[src/pkg/adc_seq_defines.vh]
// constants for the converter sequencer: register offsets, field positions,
// reset values and timing counts; definitions only, included by bare name
`ifndef ADC_SEQ_DEFINES_VH
`define ADC_SEQ_DEFINES_VH

// register byte offsets (one aligned 32-bit word each)
`define OFS_START          8'h00
`define OFS_MODE_CONTROL_3 8'h04
`define OFS_SCAN_CFG       8'h08
`define OFS_PRIO_CFG       8'h0C
`define OFS_SAMPLE_HOLD    8'h10
`define OFS_FLAG_STATUS    8'h14
`define OFS_RESULT_BASE    8'h20
`define OFS_RESULT_LAST    8'h3C
`define OFS_PRIO_RESULT    8'h40

// start register bits (write one to start, read as zero)
`define BIT_NORMAL_START   0
`define BIT_PRIO_START     1

// mode_control_3 fields
`define BIT_REPEAT         0
`define BIT_SCAN           1
`define ITM_LSB            4
`define ITM_MSB            6
`define FIXCH_LSB          8
`define FIXCH_MSB          10

// scan configuration fields
`define SSTART_LSB         0
`define SSTART_MSB         3
`define SWIDTH_LSB         4
`define SWIDTH_MSB         7

// flag_status_reg bits
`define BIT_EOC            0
`define BIT_BUSY           1
`define BIT_HP_EOC         2
`define BIT_HP_BUSY        3

// reset values
`define MODE3_RESET        11'h000
`define SCAN_RESET         8'h00
`define PRIO_CH_RESET      3'h0

// sample-hold window in converter clock cycles, and conversion length
`define SH_MIN             9'h00A
`define SH_MAX             9'h140
`define SH_RESET           9'h00A
`define CONV_CYCLES        9'h00D

// result width and the slot index of the priority result
`define RES_W              12
`define PRIO_SLOT          4'h8

`endif

[src/logic/conv_timer.v]
// sample-hold and conversion timer for one conversion at a time
// assumes the converter core drives adc_data_i steadily by the end of the
// conversion window; a new start restarts the window at once
`timescale 1ns/100ps
`include "adc_seq_defines.vh"

module conv_timer (
   input  wire                ref_clk_i,   // converter clock
   input  wire                sys_rst_i,   // synchronous, active high
   input  wire                start_i,     // begin or restart a conversion
   input  wire [2:0]          channel_i,   // input channel to convert
   input  wire [8:0]          hold_i,      // sample-hold cycles, already clamped
   input  wire [`RES_W-1:0]   adc_data_i,  // converter core result
   output reg                 sample_o,    // sample-hold switch closed
   output reg  [2:0]          channel_o,   // channel routed to the core
   output reg                 done_o,      // one-cycle pulse, data_o valid
   output reg  [`RES_W-1:0]   data_o       // captured result
);

   reg [9:0] count_r;   // cycles left in the window
   reg       run_r;     // a conversion is in progress

   ////////////////////////////////////////////////////////////////////////////
   // countdown: hold phase first, then the fixed conversion phase
   always @(posedge ref_clk_i) begin
      if (sys_rst_i) begin
         count_r   <= 10'h000;
         run_r     <= 1'b0;
         sample_o  <= 1'b0;
         channel_o <= 3'h0;
         done_o    <= 1'b0;
         data_o    <= {`RES_W{1'b0}};
      end else begin
         done_o <= 1'b0;
         if (start_i) begin
            // restart drops any conversion in flight, its result is lost
            count_r   <= {1'b0, hold_i} + {1'b0, `CONV_CYCLES} - 10'h001;
            run_r     <= 1'b1;
            sample_o  <= 1'b1;
            channel_o <= channel_i;
         end else if (run_r) begin
            if (count_r == {1'b0, `CONV_CYCLES})
               sample_o <= 1'b0;              // hold window over
            if (count_r == 10'h000) begin
               run_r  <= 1'b0;
               done_o <= 1'b1;
               data_o <= adc_data_i;
            end else begin
               count_r <= count_r - 10'h001;
            end
         end
      end
   end

endmodule

[src/logic/result_bank.v]
// result storage: eight normal slots and one priority slot
// assumes one write per cycle at most; reads are combinational
`timescale 1ns/100ps
`include "adc_seq_defines.vh"

module result_bank (
   input  wire                ref_clk_i,   // converter clock
   input  wire                sys_rst_i,   // synchronous, active high
   input  wire                wr_i,        // write strobe
   input  wire [3:0]          wr_idx_i,    // 0..7 normal, 8 priority
   input  wire [`RES_W-1:0]   wr_data_i,   // value to store
   input  wire [3:0]          rd_idx_i,    // slot to read
   output wire [`RES_W-1:0]   rd_data_o    // slot content
);

   reg [`RES_W-1:0] slot_r [0:8];   // storage array
   genvar g;

   ////////////////////////////////////////////////////////////////////////////
   // one writable slot per index
   generate
      for (g = 0; g < 9; g = g + 1) begin : gen_slot
         always @(posedge ref_clk_i) begin
            if (sys_rst_i)
               slot_r[g] <= {`RES_W{1'b0}};
            else if (wr_i && (wr_idx_i == g))
               slot_r[g] <= wr_data_i;
         end
      end
   endgenerate

   // out-of-range index reads zero
   assign rd_data_o = (rd_idx_i <= `PRIO_SLOT) ? slot_r[rd_idx_i] : {`RES_W{1'b0}};

endmodule

[src/logic/adc_conversion_sequencer.v]
// converter sequencer with apb register access
// assumes the converter core runs on ref_clk_i and returns data when asked
`timescale 1ns/100ps
`include "adc_seq_defines.vh"

module adc_conversion_sequencer (
   input  wire                ref_clk_i,         // converter clock, 10 MHz
   input  wire                sys_rst_i,         // synchronous, active high
   input  wire                psel_i,            // apb select
   input  wire                penable_i,         // apb access phase
   input  wire                pwrite_i,          // apb direction
   input  wire [7:0]          paddr_i,           // apb byte address
   input  wire [31:0]         pwdata_i,          // apb write data
   output wire [31:0]         prdata_o,          // apb read data
   output wire                pready_o,          // apb ready, always high
   output wire                pslverr_o,         // apb error on unmapped
   input  wire [`RES_W-1:0]   adc_data_i,        // converter core result
   output wire                sample_o,          // sample-hold switch closed
   output wire [2:0]          channel_o,         // channel routed to the core
   output reg                 normal_done_irq_o, // one-cycle completion pulse
   output reg                 priority_done_irq_o// one-cycle completion pulse
);

   // one-hot sequencer states
   localparam [2:0] ST_IDLE = 3'b001;
   localparam [2:0] ST_NORM = 3'b010;
   localparam [2:0] ST_PRIO = 3'b100;

   ////////////////////////////////////////////////////////////////////////////
   // declarations
   reg  [2:0]        state_r;       // sequencer state
   reg  [10:0]       mode3_r;       // mode_control_3
   reg  [7:0]        scan_r;        // scan start and width
   reg  [2:0]        prio_ch_r;     // priority_channel_select
   reg  [8:0]        hold_r;        // sample-hold cycles
   reg               eoc_r;         // normal completion flag
   reg               busy_r;        // normal job in progress (also suspended)
   reg               hp_eoc_r;      // priority completion flag
   reg               hp_busy_r;     // priority conversion running
   reg  [2:0]        cur_ch_r;      // channel of the normal job
   reg  [2:0]        rep_idx_r;     // slot index in fixed repeat
   reg               job_rep_r;     // job started in a repeat mode
   reg               job_scan_r;    // job started in a scan mode
   reg  [2:0]        job_itm_r;     // latched group size minus one
   reg  [2:0]        job_first_r;   // latched first scan channel
   reg  [2:0]        job_last_r;    // latched last scan channel
   reg  [2:0]        state_nxt;
   reg               eoc_set;       // normal completion event
   reg               hp_eoc_set;    // priority completion event
   reg               tmr_start;     // start a conversion this cycle
   reg  [2:0]        tmr_ch;        // channel for that start
   reg               res_wr;        // result write strobe
   reg  [3:0]        res_idx;       // slot written
   wire              tmr_done;      // conversion finished
   wire [`RES_W-1:0] tmr_data;      // its result
   wire [`RES_W-1:0] bank_rd;       // slot read for the bus
   wire [2:0]        scan_first;    // clamped start channel
   wire [4:0]        scan_sum;      // start plus width
   wire [2:0]        scan_last;     // clamped last channel
   wire [8:0]        hold_eff;      // clamped sample-hold length
   wire              wr_acc;        // apb write access phase
   wire              rd_acc;        // apb read access phase
   wire              normal_go;     // software starts normal conversion
   wire              prio_go;       // software starts priority conversion
   wire              rd_flags;      // status read, clears completion flags
   wire              cont;          // repeat still enabled
   wire [3:0]        rd_slot;       // slot chosen by read address

   ////////////////////////////////////////////////////////////////////////////
   // address decode helper, used for both write and read paths
   function is_result_addr;
      input [7:0] a;
      begin
         is_result_addr = ((a >= `OFS_RESULT_BASE) && (a <= `OFS_RESULT_LAST) && (a[1:0] == 2'b00))
                          || (a == `OFS_PRIO_RESULT);
      end
   endfunction

   // true for every mapped offset
   function is_mapped;
      input [7:0] a;
      begin
         is_mapped = (a == `OFS_START) || (a == `OFS_MODE_CONTROL_3) || (a == `OFS_SCAN_CFG)
                     || (a == `OFS_PRIO_CFG) || (a == `OFS_SAMPLE_HOLD)
                     || (a == `OFS_FLAG_STATUS) || is_result_addr(a);
      end
   endfunction

   ////////////////////////////////////////////////////////////////////////////
   // apb: zero wait states, error on unmapped offsets
   assign wr_acc    = psel_i && penable_i && pwrite_i;
   assign rd_acc    = psel_i && penable_i && !pwrite_i;
   assign pready_o  = 1'b1;
   assign pslverr_o = psel_i && penable_i && !is_mapped(paddr_i);
   assign normal_go = wr_acc && (paddr_i == `OFS_START) && pwdata_i[`BIT_NORMAL_START];
   assign prio_go   = wr_acc && (paddr_i == `OFS_START) && pwdata_i[`BIT_PRIO_START];
   assign rd_flags  = rd_acc && (paddr_i == `OFS_FLAG_STATUS);
   assign rd_slot   = (paddr_i == `OFS_PRIO_RESULT) ? `PRIO_SLOT : {1'b0, paddr_i[4:2]};

   // config registers
   always @(posedge ref_clk_i) begin
      if (sys_rst_i) begin
         mode3_r   <= `MODE3_RESET;
         scan_r    <= `SCAN_RESET;
         prio_ch_r <= `PRIO_CH_RESET;
         hold_r    <= `SH_RESET;
      end else if (wr_acc) begin
         case (paddr_i)
            `OFS_MODE_CONTROL_3: mode3_r   <= pwdata_i[10:0];
            `OFS_SCAN_CFG:       scan_r    <= pwdata_i[7:0];
            `OFS_PRIO_CFG:       prio_ch_r <= pwdata_i[2:0];
            `OFS_SAMPLE_HOLD:    hold_r    <= pwdata_i[8:0];
            default:             hold_r    <= hold_r;
         endcase
      end
   end

   // read mux; reads of write-only start register return zero
   assign prdata_o = !rd_acc ? 32'h0000_0000 :
                     (paddr_i == `OFS_MODE_CONTROL_3) ? {21'h000000, mode3_r} :
                     (paddr_i == `OFS_SCAN_CFG)       ? {24'h000000, scan_r} :
                     (paddr_i == `OFS_PRIO_CFG)       ? {29'h00000000, prio_ch_r} :
                     (paddr_i == `OFS_SAMPLE_HOLD)    ? {23'h000000, hold_r} :
                     (paddr_i == `OFS_FLAG_STATUS)    ? {28'h0000000, hp_busy_r, hp_eoc_r, busy_r, eoc_r} :
                     is_result_addr(paddr_i)          ? {{(32-`RES_W){1'b0}}, bank_rd} :
                     32'h0000_0000;

   ////////////////////////////////////////////////////////////////////////////
   // derived settings
   // out-of-range length is pulled to the nearest legal value
   assign hold_eff   = (hold_r < `SH_MIN) ? `SH_MIN : (hold_r > `SH_MAX) ? `SH_MAX : hold_r;
   // start code above seven is prohibited; treated as seven
   assign scan_first = (scan_r[`SSTART_MSB:`SSTART_LSB] > 4'h7) ? 3'h7 : scan_r[2:0];
   assign scan_sum   = {2'b00, scan_first} + {1'b0, scan_r[`SWIDTH_MSB:`SWIDTH_LSB]};
   assign scan_last  = (scan_sum > 5'h07) ? 3'h7 : scan_sum[2:0];
   // clearing the repeat bit lets the running conversion finish
   assign cont       = job_rep_r && mode3_r[`BIT_REPEAT];

   ////////////////////////////////////////////////////////////////////////////
   // sequencer next-state and conversion issue
   always @* begin
      state_nxt  = state_r;
      eoc_set    = 1'b0;
      hp_eoc_set = 1'b0;
      tmr_start  = 1'b0;
      tmr_ch     = cur_ch_r;
      res_wr     = 1'b0;
      res_idx    = {1'b0, cur_ch_r};
      case (state_r)
         ST_IDLE: begin
            if (prio_go) begin
               tmr_start = 1'b1;
               tmr_ch    = prio_ch_r;
               state_nxt = ST_PRIO;
            end else if (normal_go) begin
               tmr_start = 1'b1;
               tmr_ch    = mode3_r[`BIT_SCAN] ? scan_first : mode3_r[`FIXCH_MSB:`FIXCH_LSB];
               state_nxt = ST_NORM;
            end
         end
         ST_NORM: begin
            if (prio_go) begin
               // suspend: the normal conversion is dropped and redone later
               tmr_start = 1'b1;
               tmr_ch    = prio_ch_r;
               state_nxt = ST_PRIO;
            end else if (normal_go) begin
               // restart throws away the job in flight
               tmr_start = 1'b1;
               tmr_ch    = mode3_r[`BIT_SCAN] ? scan_first : mode3_r[`FIXCH_MSB:`FIXCH_LSB];
            end else if (tmr_done) begin
               res_wr = 1'b1;
               if (job_scan_r) begin
                  res_idx = {1'b0, cur_ch_r};
                  if (cur_ch_r == job_last_r) begin
                     eoc_set = 1'b1;
                     if (cont) begin
                        tmr_start = 1'b1;
                        tmr_ch    = job_first_r;
                     end else begin
                        state_nxt = ST_IDLE;
                     end
                  end else if (job_rep_r && !cont) begin
                     // repeat cleared mid-scan: stop after this channel
                     state_nxt = ST_IDLE;
                  end else begin
                     tmr_start = 1'b1;
                     tmr_ch    = cur_ch_r + 3'h1;
                  end
               end else if (job_rep_r) begin
                  res_idx = {1'b0, rep_idx_r};
                  eoc_set = (rep_idx_r == job_itm_r);
                  if (cont)
                     tmr_start = 1'b1;
                  else
                     state_nxt = ST_IDLE;
               end else begin
                  res_idx   = {1'b0, cur_ch_r};
                  eoc_set   = 1'b1;
                  state_nxt = ST_IDLE;
               end
            end
         end
         ST_PRIO: begin
            if (tmr_done) begin
               res_wr     = 1'b1;
               res_idx    = `PRIO_SLOT;
               hp_eoc_set = 1'b1;
               if (busy_r) begin
                  tmr_start = 1'b1;
                  tmr_ch    = cur_ch_r;
                  state_nxt = ST_NORM;
               end else begin
                  state_nxt = ST_IDLE;
               end
            end
         end
         default: state_nxt = ST_IDLE;
      endcase
   end

   ////////////////////////////////////////////////////////////////////////////
   // sequencer registers and flags
   always @(posedge ref_clk_i) begin
      if (sys_rst_i) begin
         state_r             <= ST_IDLE;
         eoc_r               <= 1'b0;
         busy_r              <= 1'b0;
         hp_eoc_r            <= 1'b0;
         hp_busy_r           <= 1'b0;
         cur_ch_r            <= 3'h0;
         rep_idx_r           <= 3'h0;
         job_rep_r           <= 1'b0;
         job_scan_r          <= 1'b0;
         job_itm_r           <= 3'h0;
         job_first_r         <= 3'h0;
         job_last_r          <= 3'h0;
         normal_done_irq_o   <= 1'b0;
         priority_done_irq_o <= 1'b0;
      end else begin
         state_r             <= state_nxt;
         normal_done_irq_o   <= eoc_set;
         priority_done_irq_o <= hp_eoc_set;
         // set wins over read-clear
         hp_eoc_r  <= hp_eoc_set | (hp_eoc_r & ~rd_flags);
         hp_busy_r <= (state_nxt == ST_PRIO);
         if (normal_go && !(state_r == ST_PRIO) && !prio_go) begin
            // new normal job: latch mode, clear old status
            eoc_r       <= 1'b0;
            busy_r      <= 1'b1;
            job_rep_r   <= mode3_r[`BIT_REPEAT];
            job_scan_r  <= mode3_r[`BIT_SCAN];
            job_itm_r   <= mode3_r[`ITM_MSB:`ITM_LSB];
            job_first_r <= scan_first;
            job_last_r  <= scan_last;
            cur_ch_r    <= mode3_r[`BIT_SCAN] ? scan_first : mode3_r[`FIXCH_MSB:`FIXCH_LSB];
            rep_idx_r   <= 3'h0;
         end else begin
            eoc_r <= eoc_set | (eoc_r & ~rd_flags);
            if (state_r == ST_NORM && tmr_done && !prio_go) begin
               // repeat group wraps back to slot 0
               rep_idx_r <= (rep_idx_r == job_itm_r) ? 3'h0 : rep_idx_r + 3'h1;
               if (job_scan_r)
                  cur_ch_r <= (cur_ch_r == job_last_r) ? job_first_r : cur_ch_r + 3'h1;
               // busy stays high while repeat runs
               if (state_nxt == ST_IDLE)
                  busy_r <= 1'b0;
            end
         end
      end
   end

   ////////////////////////////////////////////////////////////////////////////
   // submodules
   conv_timer u_timer (
      .ref_clk_i  (ref_clk_i),
      .sys_rst_i  (sys_rst_i),
      .start_i    (tmr_start),
      .channel_i  (tmr_ch),
      .hold_i     (hold_eff),
      .adc_data_i (adc_data_i),
      .sample_o   (sample_o),
      .channel_o  (channel_o),
      .done_o     (tmr_done),
      .data_o     (tmr_data)
   );

   result_bank u_bank (
      .ref_clk_i (ref_clk_i),
      .sys_rst_i (sys_rst_i),
      .wr_i      (res_wr),
      .wr_idx_i  (res_idx),
      .wr_data_i (tmr_data),
      .rd_idx_i  (rd_slot),
      .rd_data_o (bank_rd)
   );

endmodule

[config.mk]
export PLATFORM = sky130hd
export DESIGN_NAME = adc_conversion_sequencer
export DESIGN_NICKNAME = d
export VERILOG_FILES = /design/src/logic/conv_timer.v /design/src/logic/result_bank.v /design/src/logic/adc_conversion_sequencer.v
export VERILOG_INCLUDE_DIRS = /design/src /design/src/pkg
export SDC_FILE = /design/constraint.sdc
export NUM_CORES = 1
export LEC_CHECK = 0
export BUFFER_PORTS_ARGS = -buffer_cell sky130_fd_sc_hd__buf_4
export CORE_ASPECT_RATIO = 1.5
export CORE_UTILIZATION = 33
export CTS_BUF_LIST = sky130_fd_sc_hd__clkbuf_2 sky130_fd_sc_hd__clkbuf_4 sky130_fd_sc_hd__clkbuf_8
export DETAILED_ROUTE_END_ITERATION = 8
export PLACE_DENSITY = 0.56
export SKIP_LAST_GASP = 1
export SLEW_MARGIN = 20
export SYNTH_ARGS = -nofsm -noshare
export SYNTH_HDL_FRONTEND = slang
export SYNTH_SLANG_ARGS = --single-unit
[constraint.sdc]
create_clock -name ref_clk_i -period 5.5 [get_ports ref_clk_i]
set_input_delay 1.1 -clock ref_clk_i [delete_from_list [all_inputs] [get_ports ref_clk_i]]
set_output_delay 1.1 -clock ref_clk_i [all_outputs]
set_load 0.01 [all_outputs]
Yosys cells after proc, flatten, opt, wreduce, memory -nomap -nowiden
Memories as Yosys holds them, arrays and structs flattened.
Cells that the tools add are included.
Storage, ports and cells
  register bits: 85
  latch bits: 0
  RAM bits: 108
  bits in read-only memories: 0
  input port bits: 57
  output and inout bits: 40
  word-level logic and storage cells: 259
  memories kept: 1
Memory list
  u_bank.slot_r: words 9, width 12, read ports 1, clocked after memory_dff 0, write ports 9, line result_bank.v:16  | reg [`RES_W-1:0] slot_r [0:8];
Operators by class
  add/subtract/negate cells: 6
  multiply operators: 0
  div/mod/pow operators: 0
  magnitude comparators: 7
  equality and inequality tests: 23
  shift-type cells: 0
  mux-type cells: 125
  bitwise gates (word level): 16
  reduce and logical (&&, ||, !) cells: 57
Operators by type and width (count)
  12-bit 2-to-1 mux: 17
  3-bit 2-to-1 mux: 33
  1-bit 2-to-1 mux: 62
  10-bit 2-to-1 mux: 3
  1-bit logical AND: 25
  10-bit by 1-bit subtractor with 10-bit output (second input constant): 2
  9-bit 2-to-1 mux: 2
  4-bit by 3-bit equality test with 1-bit output (second input constant): 4
  8-bit by 4-bit equality test with 1-bit output (second input constant): 2
  8-bit by 5-bit equality test with 1-bit output (second input constant): 2
  2-bit AND reduction: 8
  1-bit OR: 11
  9-bit by 4-bit adder with 10-bit output (second input constant): 1
  10-bit by 4-bit equality test with 1-bit output (second input constant): 1
  10-bit zero test: 1
  2-bit nonzero test: 5
  9-bit greater-than comparator (second input constant): 1
  9-bit by 4-bit < comparator with 1-bit output (second input constant): 1
  3-bit one-hot mux with 3 select lines: 1
  4-bit by 2-bit equality test with 1-bit output (second input constant): 2
  8-bit by 3-bit equality test with 1-bit output (second input constant): 1
  8-bit by 7-bit equality test with 1-bit output (second input constant): 1
  8-bit by 6-bit greater-or-equal comparator with 1-bit output (second input constant): 1
  8-bit by 6-bit less-or-equal comparator with 1-bit output (second input constant): 1
  other kinds (28): 46

Depth between registers and ports, before layout
Gate-level depths: netlist (run 1).
  depth after elaboration: 14
  mapped depth: 9
  gate-level depth less buffers: 9

Modules after synthesis
Synthesis (run 1) repeated with hierarchy kept, for this count alone.
Second synthesis, totals
  cells, all modules: 1005
  area, all modules: 10284.9 um2
Modules (own cells, without submodules)
  result_bank: times used 1, cells an instance 356, area an instance 5142.4 um2
  adc_conversion_sequencer: times used 1, cells an instance 502, area an instance 3776.1 um2
  conv_timer: times used 1, cells an instance 147, area an instance 1366.3 um2

Worst setup path before layout (run 1)
OpenSTA, ideal clock, no wires.
  kind: input to output
  from: input paddr_i[3]
  to: output prdata_o[8]
  data arrival time: 2.907 ns
  data required time: 4.400 ns
  path slack: 1.493 ns
  cell stages on the path: 6
  path buffers: 2
  cells stage by stage: clkbuf_1 -> nor4_1 -> and2_0 -> clkbuf_1 -> a22oi_1 -> a31oi_1
On the way
  longest elaborated chain between the ends: 11
  elaborated cells between the ends (all ways): 22
RTL lines
  from (decl): line adc_conversion_sequencer.v:12  | input wire [7:0] paddr_i,
  8-bit by 7-bit equality test with 1-bit output (no line), or another cell as far along
  4-bit 2-to-1 mux / 1-bit logical AND (equally long branches): line adc_conversion_sequencer.v:98, adc_conversion_sequencer.v:74
  memory 9 x 12 bit, or another cell as far along
  12-bit 2-to-1 mux / 1-bit logical OR (equally long branches): line result_bank.v:33, adc_conversion_sequencer.v:74
  12-bit 2-to-1 mux: line adc_conversion_sequencer.v:125  | is_result_addr(paddr_i) ? {{(32-`RES_W){1'b0}}, bank_rd} :
  12-bit 2-to-1 mux: line adc_conversion_sequencer.v:124  | (paddr_i == `OFS_FLAG_STATUS) ? {28'h0000000, hp_busy_r, hp_eoc_r, busy_r, eoc_r} :
  12-bit 2-to-1 mux: line adc_conversion_sequencer.v:123  | (paddr_i == `OFS_SAMPLE_HOLD) ? {23'h000000, hold_r} :
  12-bit 2-to-1 mux: line adc_conversion_sequencer.v:122  | (paddr_i == `OFS_PRIO_CFG) ? {29'h00000000, prio_ch_r} :
  12-bit 2-to-1 mux: line adc_conversion_sequencer.v:121  | (paddr_i == `OFS_SCAN_CFG) ? {24'h000000, scan_r} :
  12-bit 2-to-1 mux (*): line adc_conversion_sequencer.v:120  | (paddr_i == `OFS_MODE_CONTROL_3) ? {21'h000000, mode3_r} :
  12-bit 2-to-1 mux (*): line adc_conversion_sequencer.v:119  | assign prdata_o = !rd_acc ? 32'h0000_0000 :
  to (decl): line adc_conversion_sequencer.v:14  | output wire [31:0] prdata_o,
Mark *: on every way between the ends. The rest lies on a longest branch, timed or not.

Final worst setup path (run 1)
  from: input paddr_i[4]
  to: output prdata_o[6]
The elaborated chain is that of the path after synthesis.

==> flow_metrics.py, run 1 <==
metrics = {
    "status": {
        "outcome": "finished, final reports clean",
    },
    "die": {
        "fp.dieW_um": 145,
        "die_y_um": 217,
        "rows": 78,
        "die_area_um2": 31600,
        "pin_count": 97,
        "core_um2": 30300,
        "initial_core_util_pct": 33.6,
    },
    "final_layout": {
        "area_growth_pct": 10.7,
        "final_area_um2": 11300,
        "final_cells": 1426,
        "layout.nets": 1077,
        "drive_gt1_share_pct": 17.2,
    },
    "pwr": {
        "power.share.combinational_pct": 6.2,
        "clockPowerShare_pct": 35.8,
        "p_int_mw": 1.99,
        "total_power_mw": 2.67,
        "ir_drop_v": 0.000145,
        "p_sw_mw": 0.679,
        "netSwitchingFraction_pct": 25.4,
        "p_leak_nw": 4.13,
        "p_seq_share_pct": 58.1,
        "power_density_nw_per_um2": 237,
    },
    "synth": {
        "async_flop_share_pct": 0,
        "synth_seq_area_share_pct": 48.6,
        "ys_top_cells_by_area": "edfxtp_1 (32%), dfxtp_1 (17%), mux4_2 (5.3%)",
        "syn_inst": 991,
        "synth-edff-count": 108,
        "yosysTopAreaCellShare_pct": 31.9,
        "synth.distinct_cells": 81,
        "ys_ff_latch": 193,
        "synth_top_area_cell": "edfxtp_1",
        "avgSynthCellArea_um2": 10.3,
        "synth_ff_type": "edfxtp_1",
        "synth.cell_area_um2": 10200,
        "yosysWarnings": 0,
    },
    "setup_path": {
        "slowest_delay_ps": 730,
        "critPathBufInv": 2,
        "critPathMaxFanout": 22,
        "crit_type": "input pin to output pin",
        "crit_path_cell_trace": "buf_4 -> or4_1 -> nor2_1 -> o21ai_0 -> a221oi_1 -> buf_4",
        "cp_top_family": "simple AND/OR/NAND/NOR gates",
        "worstPathArrival_ps": 3530,
        "crit_top_cell": "buf_4",
        "rr_startpoint": "u_timer.done_o",
        "required_ps": 4400,
        "crit_slowest_cell": "or4_1",
        "cp-end-kind": "output pin",
        "critPathLaunchType": "input pin",
        "r2r_cells": 4,
        "r2r_slack_ps": 2710,
        "r2r-end": "u_bank.slot_r[6][3]",
    },
    "timing": {
        "hold_violations": 0,
        "fmax_mhz": 216,
        "setup_viol": 0,
        "maxSlewHeadroom_pct": 31.1,
        "fin_crit_sh_pct": 84.1,
        "rsz0062_at_grt": "false",
        "worstMarginPinSlew_ps": 1030,
        "setup_slack_ps": 874,
        "skew_ps": 12.5,
        "drv_slew": 0,
        "tns_ps": 0,
        "period_minus_slack_ps": 4630,
    },
    "grt": {
        "grt_max_degree": 97,
        "grt_pass1_wl_um": 45800,
        "grt-ovfl-total": 0,
        "grt_pass1_vias": 7701,
        "antenna_found_initial": 1,
        "met1_usage_pct": 20.2,
        "grt_util_all_layers_pct": 19.6,
        "met2_usage_pct": 36.0,
        "grt-busiest-layer": "met2",
        "grtUsageMet3_pct": 3.35,
    },
    "drt": {
        "drc": 0,
        "drt-wirelength-per-cell_um": 21.3,
        "ant_nets": 0,
        "drt_iter0_markers": 697,
        "vias_per_cell": 5.52,
        "first_pass_iters": 5,
        "num_vias": 7868,
        "wl_um": 30400,
    },
    "clock_tree": {
        "cts_resized": 0,
        "clockBufferDepth": 2,
        "cts_hold_buffers": 0,
        "clk_pin_slew_ps": 100,
        "cts_setup_buffers": 0,
        "cts_sinks": 193,
        "root_buffer": "clkbuf_8",
        "clock_latency_ps": 510,
        "numCtsBuffers": 17,
        "tritoncts": "built",
        "h-tree-depth": 4,
    },
    "worst_hold_path": {
        "holdCritStartpoint": "mode3_r[7]",
        "whs_endpoint": "mode3_r[7]",
        "hold_depth": 2,
        "worstHoldPathType": "flip-flop to flip-flop",
    },
    "placement": {
        "io_buffers": 54,
        "hpwl_um": 21500,
        "gp_congestion": 0.866,
        "placed_area_um2": 10900,
        "dp.cells": 1392,
        "dp_slack_ps": 879,
    },
    "job": {
        "drv_cap": 0,
    },
}
-- Yosys cell counts, types with 8 or more instances --
library cell  number
buf_2             12
nand2_1           65
o21ai_0           40
mux2_2            14
nor2_1            63
a211oi_1          12
edfxtp_1         108
mux4_2            24
and2_1            46
dfxtp_1           85
xnor2_1           13
nor4_1             9
inv_1             22
a21oi_1           67
nor3_1            23
ha_1               8
o21bai_1          10
or4_1              9
and3_1            77
nand3_1           31
buf_4             22
mux2i_1           13
a31oi_1            9
nand4_1           19
clkbuf_1          50
-- worst max path at each step --
stage | startpoint | to | cells after the start
after floorplan | paddr_i[3] | prdata_o[8] | 6
after global placement | paddr_i[4] | prdata_o[4] | 6
after detailed placement | paddr_i[4] | prdata_o[6] | 6
after CTS | paddr_i[4] | prdata_o[6] | 6
after global routing | paddr_i[4] | prdata_o[1] | 7
final | paddr_i[4] | prdata_o[6] | 6
-- power groups by stage --
stage	logic, mW	clock network, mW	registers (mW)
after floorplan	0.109	0	1.58
after global placement	0.165	0	1.58
after detailed placement	0.166	0	1.58
after CTS	0.166	0.973	1.55
after global routing	0.176	1.03	1.55
final	0.165	0.956	1.55
-- cell families (layout without fill, tap and decap cells) --
family / after synthesis / count (layout) / synth area share (%)
compound gates: 208 / 208 / 13.6
xor+xnor: 19 / 19 / 1.64
fa+ha+maj: 9 / 9 / 1.18
buf+inv: 116 / 130 / 5.63
flops: 193 / 193 / 48.6
mux: 51 / 51 / 8.14
other cells: 2 / 23 / 0.0738
simple gates: 393 / 393 / 21.2
-- layout make-up --
cell class,count,area (um2)
inverter,22,82.6
clock inverter,13,138
antenna,2,5.00
clock buffer,19,249
sequential,193,4940
tap,400,500
multi-input combinational,701,4770
fill,3080,19000
timing repair buffer,76,571
-- state kept, by name, summed over array words and instances (netlist names), 8 cells and up --
signal / count
scan_r: 8
u_timer.count_r: 10
mode3_r: 11
u_timer.data_o: 12
u_bank.slot_r: 108
hold_r: 9
-- worst reg2reg max path: stages (launching register included) --
cell	delay, ps
dfxtp_1	540
nand3_1	380
or4_1	650
a21oi_2	820
and3_1	270
-- layer usage --
metal,vias to the layer above,part of all wire (%)
li1,3706,-
met1,3905,37
met2,196,53
met3,61,3.1
met4,0,6.4
met5,-,0
-- cell usage in the layout, fill, tap and decap left out, drive strengths merged, types with 14 or more instances in the layout --
| cell | instances |
|---|---|
| and3 | 77 |
| nor2 | 64 |
| a211oi | 14 |
| clkbuf | 19 |
| nor3 | 24 |
| and2 | 48 |
| nand3 | 31 |
| mux4 | 24 |
| nand2 | 66 |
| a21oi | 70 |
| inv | 32 |
| edfxtp | 108 |
| o21ai | 41 |
| nand4 | 19 |
| buf | 76 |
| conb | 21 |
| mux2 | 14 |
| dfxtp | 85 |
-- per-stage QoR --
step | utilization (%) | hold WS, ps
after floorplan | - | 433
after global placement | 35.9 | 446
after detailed placement | 35.9 | 455
after CTS | 37.2 | 470
after global routing | 37.2 | 492
final | 37.2 | 470
Note: power is estimated with default switching activity, not from simulation.
==> inputs of run 2 (changes only) <==
--- a/config.mk
+++ b/config.mk
@@ -6,6 +6,7 @@
 export SDC_FILE = /design/constraint.sdc
 export NUM_CORES = 1
 export LEC_CHECK = 0
+export ABC_AREA = 1
 export BUFFER_PORTS_ARGS = -buffer_cell sky130_fd_sc_hd__buf_4
 export CORE_ASPECT_RATIO = 1.5
 export CORE_UTILIZATION = 33
==> constraint.sdc (replaced) <==
create_clock -name ref_clk_i -period 4.8 [get_ports ref_clk_i]
set_input_delay 0.96 -clock ref_clk_i [delete_from_list [all_inputs] [get_ports ref_clk_i]]
set_output_delay 0.96 -clock ref_clk_i [all_outputs]
set_load 0.01 [all_outputs]
==> flow_metrics.py, run 2 <==
metrics = {
    "pwr": {
        "power_density_nw_per_um2": 286,
        "total_power_mw": 3.13,
        "p_leak_nw": 4.37,
        "ir_drop_v": 0.000160,
    },
    "final_layout": {
        "largest_reg_flops": 108,
        "top_regs": "u_bank.slot_r: 108 flops, u_timer.data_o: 12 flops, mode3_r: 11 flops",
        "drive_gt1_share_pct": 13.8,
        "diodes": 0,
        "regMostFlops": "u_bank.slot_r",
        "area_growth_pct": 11.3,
        "final_common_cell": "nor2_1",
        "mostFrequentLayoutCells": "nor2_1 (263), nand2_1 (177), edfxtp_1 (108)",
        "final_cells": 1635,
        "fillers": 3044,
        "layout.nets": 1293,
    },
    "drt": {
        "drt-wirelength-per-cell_um": 17.7,
        "wl_um": 28900,
        "vias_per_cell": 4.94,
        "drt_iter0_markers": 510,
        "num_vias": 8077,
        "ant_nets": 0,
        "drc": 0,
        "first_pass_iters": 5,
    },
    "clock_tree": {
        "cts_hold_buffers": 0,
        "numCtsBuffers": 17,
        "cts_sinks": 193,
        "tritoncts": "built",
        "h-tree-depth": 4,
        "clockBufferDepth": 2,
        "cts_resized": 0,
        "root_buffer": "clkbuf_8",
        "clk_pin_slew_ps": 100,
        "cts_setup_buffers": 0,
        "clock_latency_ps": 510,
    },
    "synth": {
        "synth-edff-count": 108,
        "async_flop_share_pct": 0,
        "synthTopCellsByCount": "nor2_1 (263), nand2_1 (177), edfxtp_1 (108)",
        "yosysWarnings": 0,
        "ys_top_cells_by_area": "edfxtp_1 (33%), dfxtp_1 (17%), nor2_1 (10%)",
        "avgSynthCellArea_um2": 8.30,
        "synth_seq_area_share_pct": 50.3,
        "synth_ff_type": "edfxtp_1",
        "synth_top_area_cell": "edfxtp_1",
        "syn_inst": 1185,
        "synth.distinct_cells": 54,
        "yosysMostFrequentCell": "nor2_1",
        "yosysTopAreaCellShare_pct": 33.0,
        "synth.cell_area_um2": 9830,
        "ys_ff_latch": 193,
    },
    "timing": {
        "setup_viol": 0,
        "worstMarginPinSlew_ps": 760,
        "hold_violations": 0,
        "maxSlewHeadroom_pct": 48.9,
        "drv_slew": 0,
        "fin_crit_sh_pct": 84.8,
        "period_minus_slack_ps": 4070,
        "rsz0062_at_grt": "false",
        "fmax_mhz": 246,
        "whs_ps": 490,
        "tns_ps": 0,
        "skew_ps": 16.6,
    },
    "worst_hold_path": {
        "worstHoldPathType": "flip-flop to flip-flop",
    },
    "placement": {
        "hpwl_um": 21400,
        "dp.cells": 1603,
        "io_buffers": 54,
        "gp_congestion": 0.881,
    },
    "die": {
        "die_area_um2": 30500,
        "core_um2": 29400,
        "fp.dieW_um": 143,
        "rows": 77,
        "die_y_um": 213,
        "pin_count": 97,
        "initial_core_util_pct": 33.5,
    },
    "grt": {
        "grt_util_all_layers_pct": 19.8,
        "grt_max_degree": 41,
        "grt_pass1_wl_um": 44000,
        "antenna_found_initial": 0,
        "grt_pass1_vias": 7744,
        "grt-ovfl-total": 0,
    },
    "setup_path": {
        "cp-end-kind": "output pin",
        "crit_path_cell_trace": "buf_4 -> nor2_8 -> inv_1 -> o22ai_1 -> o21ai_0 -> nand3_1 -> nand4_1 -> o211ai_1 -> inv_1 -> buf_4",
        "critPathMaxFanout": 18,
        "worstPathArrival_ps": 3110,
        "r2r_slack_ps": 2120,
        "crit_type": "input pin to output pin",
        "required_ps": 3840,
        "crit_slowest_cell": "o21ai_0",
        "critPathLaunchType": "input pin",
        "slowest_delay_ps": 610,
    },
    "status": {
        "outcome": "finished, final reports clean",
    },
    "job": {
        "drv_cap": 0,
    },
}
## run 2: cell count changes after synthesis, sizes merged, moves of 17 or more
cell,previous run,this run
o21ai,41,81
nor2,64,277
o22ai,2,19
inv,22,101
mux4,24,0
and3,77,0
and2,48,0
clkbuf,52,18
nand2,66,190
nand3,31,50
## run 2: path summary, 6_finish.rpt
| path | start | depth (start not counted) | to |
|---|---|---|---|
| worst max-delay path | paddr_i[2] | 10 | prdata_o[8] |
| worst min-delay path | hp_eoc_r | 2 | hp_eoc_r |
| worst max register to register | cur_ch_r[1] | 10 | u_timer.data_o[5] |
| worst min register to register | hp_eoc_r | 2 | hp_eoc_r |
## run 2: logic make-up after synthesis
group	count (synthesis)	synth area share [%]
muxes	4	0.407
other	2	0.0764
AOI/OAI and AO/OA	213	12.5
xor gates and xnor gates	16	1.43
DFF	193	50.3
buffers and inverters	179	8.36
adders and majority gates	9	1.22
and+or+nand+nor	569	25.7
## run 2: worst max-delay path: cells and delay by family
| family | cells | cell delay [ps] |
|---|---|---|
| AOI/OAI and AO/OA | 3 | 870 |
| buffers and inverters | 4 | 850 |
| and+or+nand+nor | 3 | 400 |
## run 2: metrics by stage
step / instance area (um2) / worst slack, ps / util, %
floorplan: 9900 / 1470 / -
global placement: 10500 / 758 / 35.8
detailed placement: 10500 / 759 / 35.8
CTS: 10900 / 753 / 37.3
global route: 10900 / 631 / 37.3
finish: 10900 / 729 / 37.3
## run 2: cell type report
class	instances	area, um2	share of cell area (%)
clock buffer	21	277	2.53
clock inverter	11	151	1.38
inverter	115	432	3.94
multi-input combinational	832	4140	37.8
sequential	193	4940	45.2
tap	395	494	4.51
timing repair buffer	68	510	4.66
## run 2: routing by layer
layer | global-route usage [%] | part of all wire, % | vias up
li1 | - | - | 3988
met1 | 19.8 | 36 | 3846
met2 | 37.9 | 54 | 181
met3 | 3.15 | 3.4 | 62
met4 | 12.2 | 5.7 | 0
met5 | 0 | 0 | -
## run 2: power by group
part           total [mW]  leakage, nW  switching, mW  internal (mW)
combinational       0.182         2.35          0.126         0.0563
sequential           1.78         1.80        0.00829           1.77
clock                1.17        0.218          0.614          0.559
==> inputs of run 3 (changes only) <==
--- a/config.mk
+++ b/config.mk
@@ -12,7 +12,7 @@
 export CORE_UTILIZATION = 33
 export CTS_BUF_LIST = sky130_fd_sc_hd__clkbuf_2 sky130_fd_sc_hd__clkbuf_4 sky130_fd_sc_hd__clkbuf_8
 export DETAILED_ROUTE_END_ITERATION = 8
-export PLACE_DENSITY = 0.56
+export PLACE_DENSITY = 0.57
 export SKIP_LAST_GASP = 1
 export SLEW_MARGIN = 20
 export SYNTH_ARGS = -nofsm -noshare
==> constraint.sdc (replaced) <==
create_clock -name ref_clk_i -period 3.3 [get_ports ref_clk_i]
set_input_delay 0.66 -clock ref_clk_i [delete_from_list [all_inputs] [get_ports ref_clk_i]]
set_output_delay 0.66 -clock ref_clk_i [all_outputs]
set_load 0.01 [all_outputs]
==> flow_metrics.py, run 3 (synthesis gave the netlist of run 2 again) <==
metrics = {
    "status": {
        "outcome": "finished, final reports clean",
    },
    "final_layout": {
        "fillers": 3034,
        "final_common_cell": "nor2_1",
        "top_regs": "u_bank.slot_r: 108 flops, u_timer.data_o: 12 flops, mode3_r: 11 flops",
        "drive_gt1_share_pct": 15.1,
        "area_growth_pct": 12.8,
        "layout.nets": 1314,
        "regMostFlops": "u_bank.slot_r",
        "multi_input_area_um2": 4140,
        "diodes": 0,
        "seq_area_um2": 4940,
        "final_area_um2": 11100,
        "largest_reg_flops": 108,
        "mostFrequentLayoutCells": "nor2_1 (263), nand2_1 (177), edfxtp_1 (108)",
    },
    "job": {
        "drv_cap": 0,
    },
    "die": {
        "initial_core_util_pct": 33.5,
        "fp.dieW_um": 143,
        "rows": 77,
        "die_y_um": 213,
        "die_area_um2": 30500,
        "pin_count": 97,
        "core_um2": 29400,
    },
    "drt": {
        "wl_um": 28400,
        "drc": 0,
        "drt-wirelength-per-cell_um": 17.2,
        "ant_nets": 0,
        "first_pass_iters": 5,
        "drt_iter0_markers": 534,
        "num_vias": 8074,
        "vias_per_cell": 4.88,
    },
    "placement": {
        "placed_area_um2": 10700,
        "hpwl_um": 21600,
        "io_buffers": 54,
        "gp_congestion": 0.908,
    },
    "grt": {
        "grt_pass1_vias": 7913,
        "grt-ovfl-total": 0,
        "grt_pass1_wl_um": 43800,
        "antenna_found_initial": 0,
        "grt_max_degree": 44,
        "grt_util_all_layers_pct": 19.7,
    },
    "timing": {
        "period_minus_slack_ps": 3130,
        "fmax_mhz": 319,
        "skew_ps": 12.4,
        "drv_slew": 0,
        "setup_viol": 0,
        "maxSlewHeadroom_pct": 52.7,
        "worstMarginPinSlew_ps": 704,
        "fin_crit_sh_pct": 94.9,
        "whs_ps": 378,
        "rsz0062_at_grt": "true",
        "hold_violations": 0,
        "tns_ps": 0,
    },
    "clock_tree": {
        "h-tree-depth": 4,
        "tritoncts": "built",
        "cts_sinks": 193,
        "root_buffer": "clkbuf_8",
        "clock_latency_ps": 500,
        "numCtsBuffers": 17,
        "cts_resized": 0,
        "clockBufferDepth": 2,
        "clk_pin_slew_ps": 100,
    },
    "worst_hold_path": {
        "holdCritStartpoint": "adc_data_i[9]",
        "worstHoldPathType": "input pin to flip-flop",
        "whs_endpoint": "u_timer.data_o[9]",
        "hold_depth": 3,
    },
    "pwr": {
        "clockPowerShare_pct": 34.4,
        "power.share.combinational_pct": 6.6,
        "p_leak_nw": 4.45,
        "netSwitchingFraction_pct": 24.9,
        "p_sw_mw": 1.09,
        "ir_drop_v": 0.000218,
        "p_seq_share_pct": 59.0,
        "p_int_mw": 3.29,
        "total_power_mw": 4.38,
        "power_density_nw_per_um2": 395,
    },
    "setup_path": {
        "r2r_slack_ps": 690,
        "critPathLaunchType": "input pin",
        "critPathMaxFanout": 13,
        "worstPathArrival_ps": 2470,
        "cp-end-kind": "output pin",
        "r2r_cells": 12,
        "rr_startpoint": "cur_ch_r[2]",
        "r2r-end": "u_timer.data_o[0]",
        "crit_type": "input pin to output pin",
        "required_ps": 2640,
    },
}
## run 3: changes by cell type in the layout (fill, tap and decap cells not counted), sizes merged
cell | before | now
inv | 104 | 105
clkinv | 18 | 20
clkinvlp | 1 | 3
bufinv | 3 | 1
buf | 68 | 89
clkbuf | 21 | 18
## run 3: how the worst max path moves through the flow
| stage | slack (ps) | end | start | depth (start not counted) |
|---|---|---|---|---|
| final | 170 | prdata_o[3] | paddr_i[2] | 13 |
| after global routing | -2 | prdata_o[9] | paddr_i[2] | 10 |
| after CTS | 170 | prdata_o[3] | paddr_i[2] | 13 |
| after detailed placement | 190 | prdata_o[3] | paddr_i[2] | 13 |
| after global placement | 180 | prdata_o[3] | paddr_i[2] | 13 |
| after floorplan | 290 | u_bank.slot_r[3][0] | paddr_i[3] | 12 |
## run 3: layout make-up
class	instances	share of cell area, %
clock buffers	18	2.18
well taps	395	4.46
clock inverters	14	1.20
flip-flops and latches	193	44.6
inverters	115	3.89
repair buffers	89	6.36
multi-input cells	832	37.3
## run 3: worst max-delay path: stages
cell and delay [ps]:
buf_4 160, nor2_8 180, inv_1 270, o21ai_0 240
nor4_1 70, buf_4 140, nor2_1 130, nand2_1 90
nand3_1 100, nand4_1 70, nand2_1 140, inv_1 60
buf_4 140
## run 3: timing repair
item                       4_1_cts  5_1_grt
hold buffers                     0        0
setup endpoints to repair        0        1
buffers inserted                 0        0
## run 3: metrics by stage
| stage | utilization (%) | instances | setup WS [ps] |
|---|---|---|---|
| 5_1_grt | 37.7 | 1656 | -2.10 |
| 2_1_floorplan | - | 1204 | 291 |
| 6_report | 37.7 | 1656 | 168 |
| 3_5_place_dp | 36.5 | 1624 | 195 |
| 4_1_cts | 37.7 | 1656 | 170 |
| 3_3_place_gp | 36.5 | 1624 | 183 |
## run 3: power groups by stage
stage | registers [mW] | logic (mW) | clock network (mW)
finish | 2.58 | 0.289 | 1.51
global route | 2.59 | 0.315 | 1.62
CTS | 2.58 | 0.290 | 1.54
detailed placement | 2.64 | 0.290 | 0
global placement | 2.64 | 0.288 | 0
floorplan | 2.64 | 0.169 | 0
## run 3: per-layer routing
layer	vias to the layer above	global-route usage (%)	wire length [um]
met5	-	0	0
met4	0	13.9	1840
met3	69	2.23	873
met2	221	36.9	15100
met1	3768	20.2	10600
li1	4016	-	-
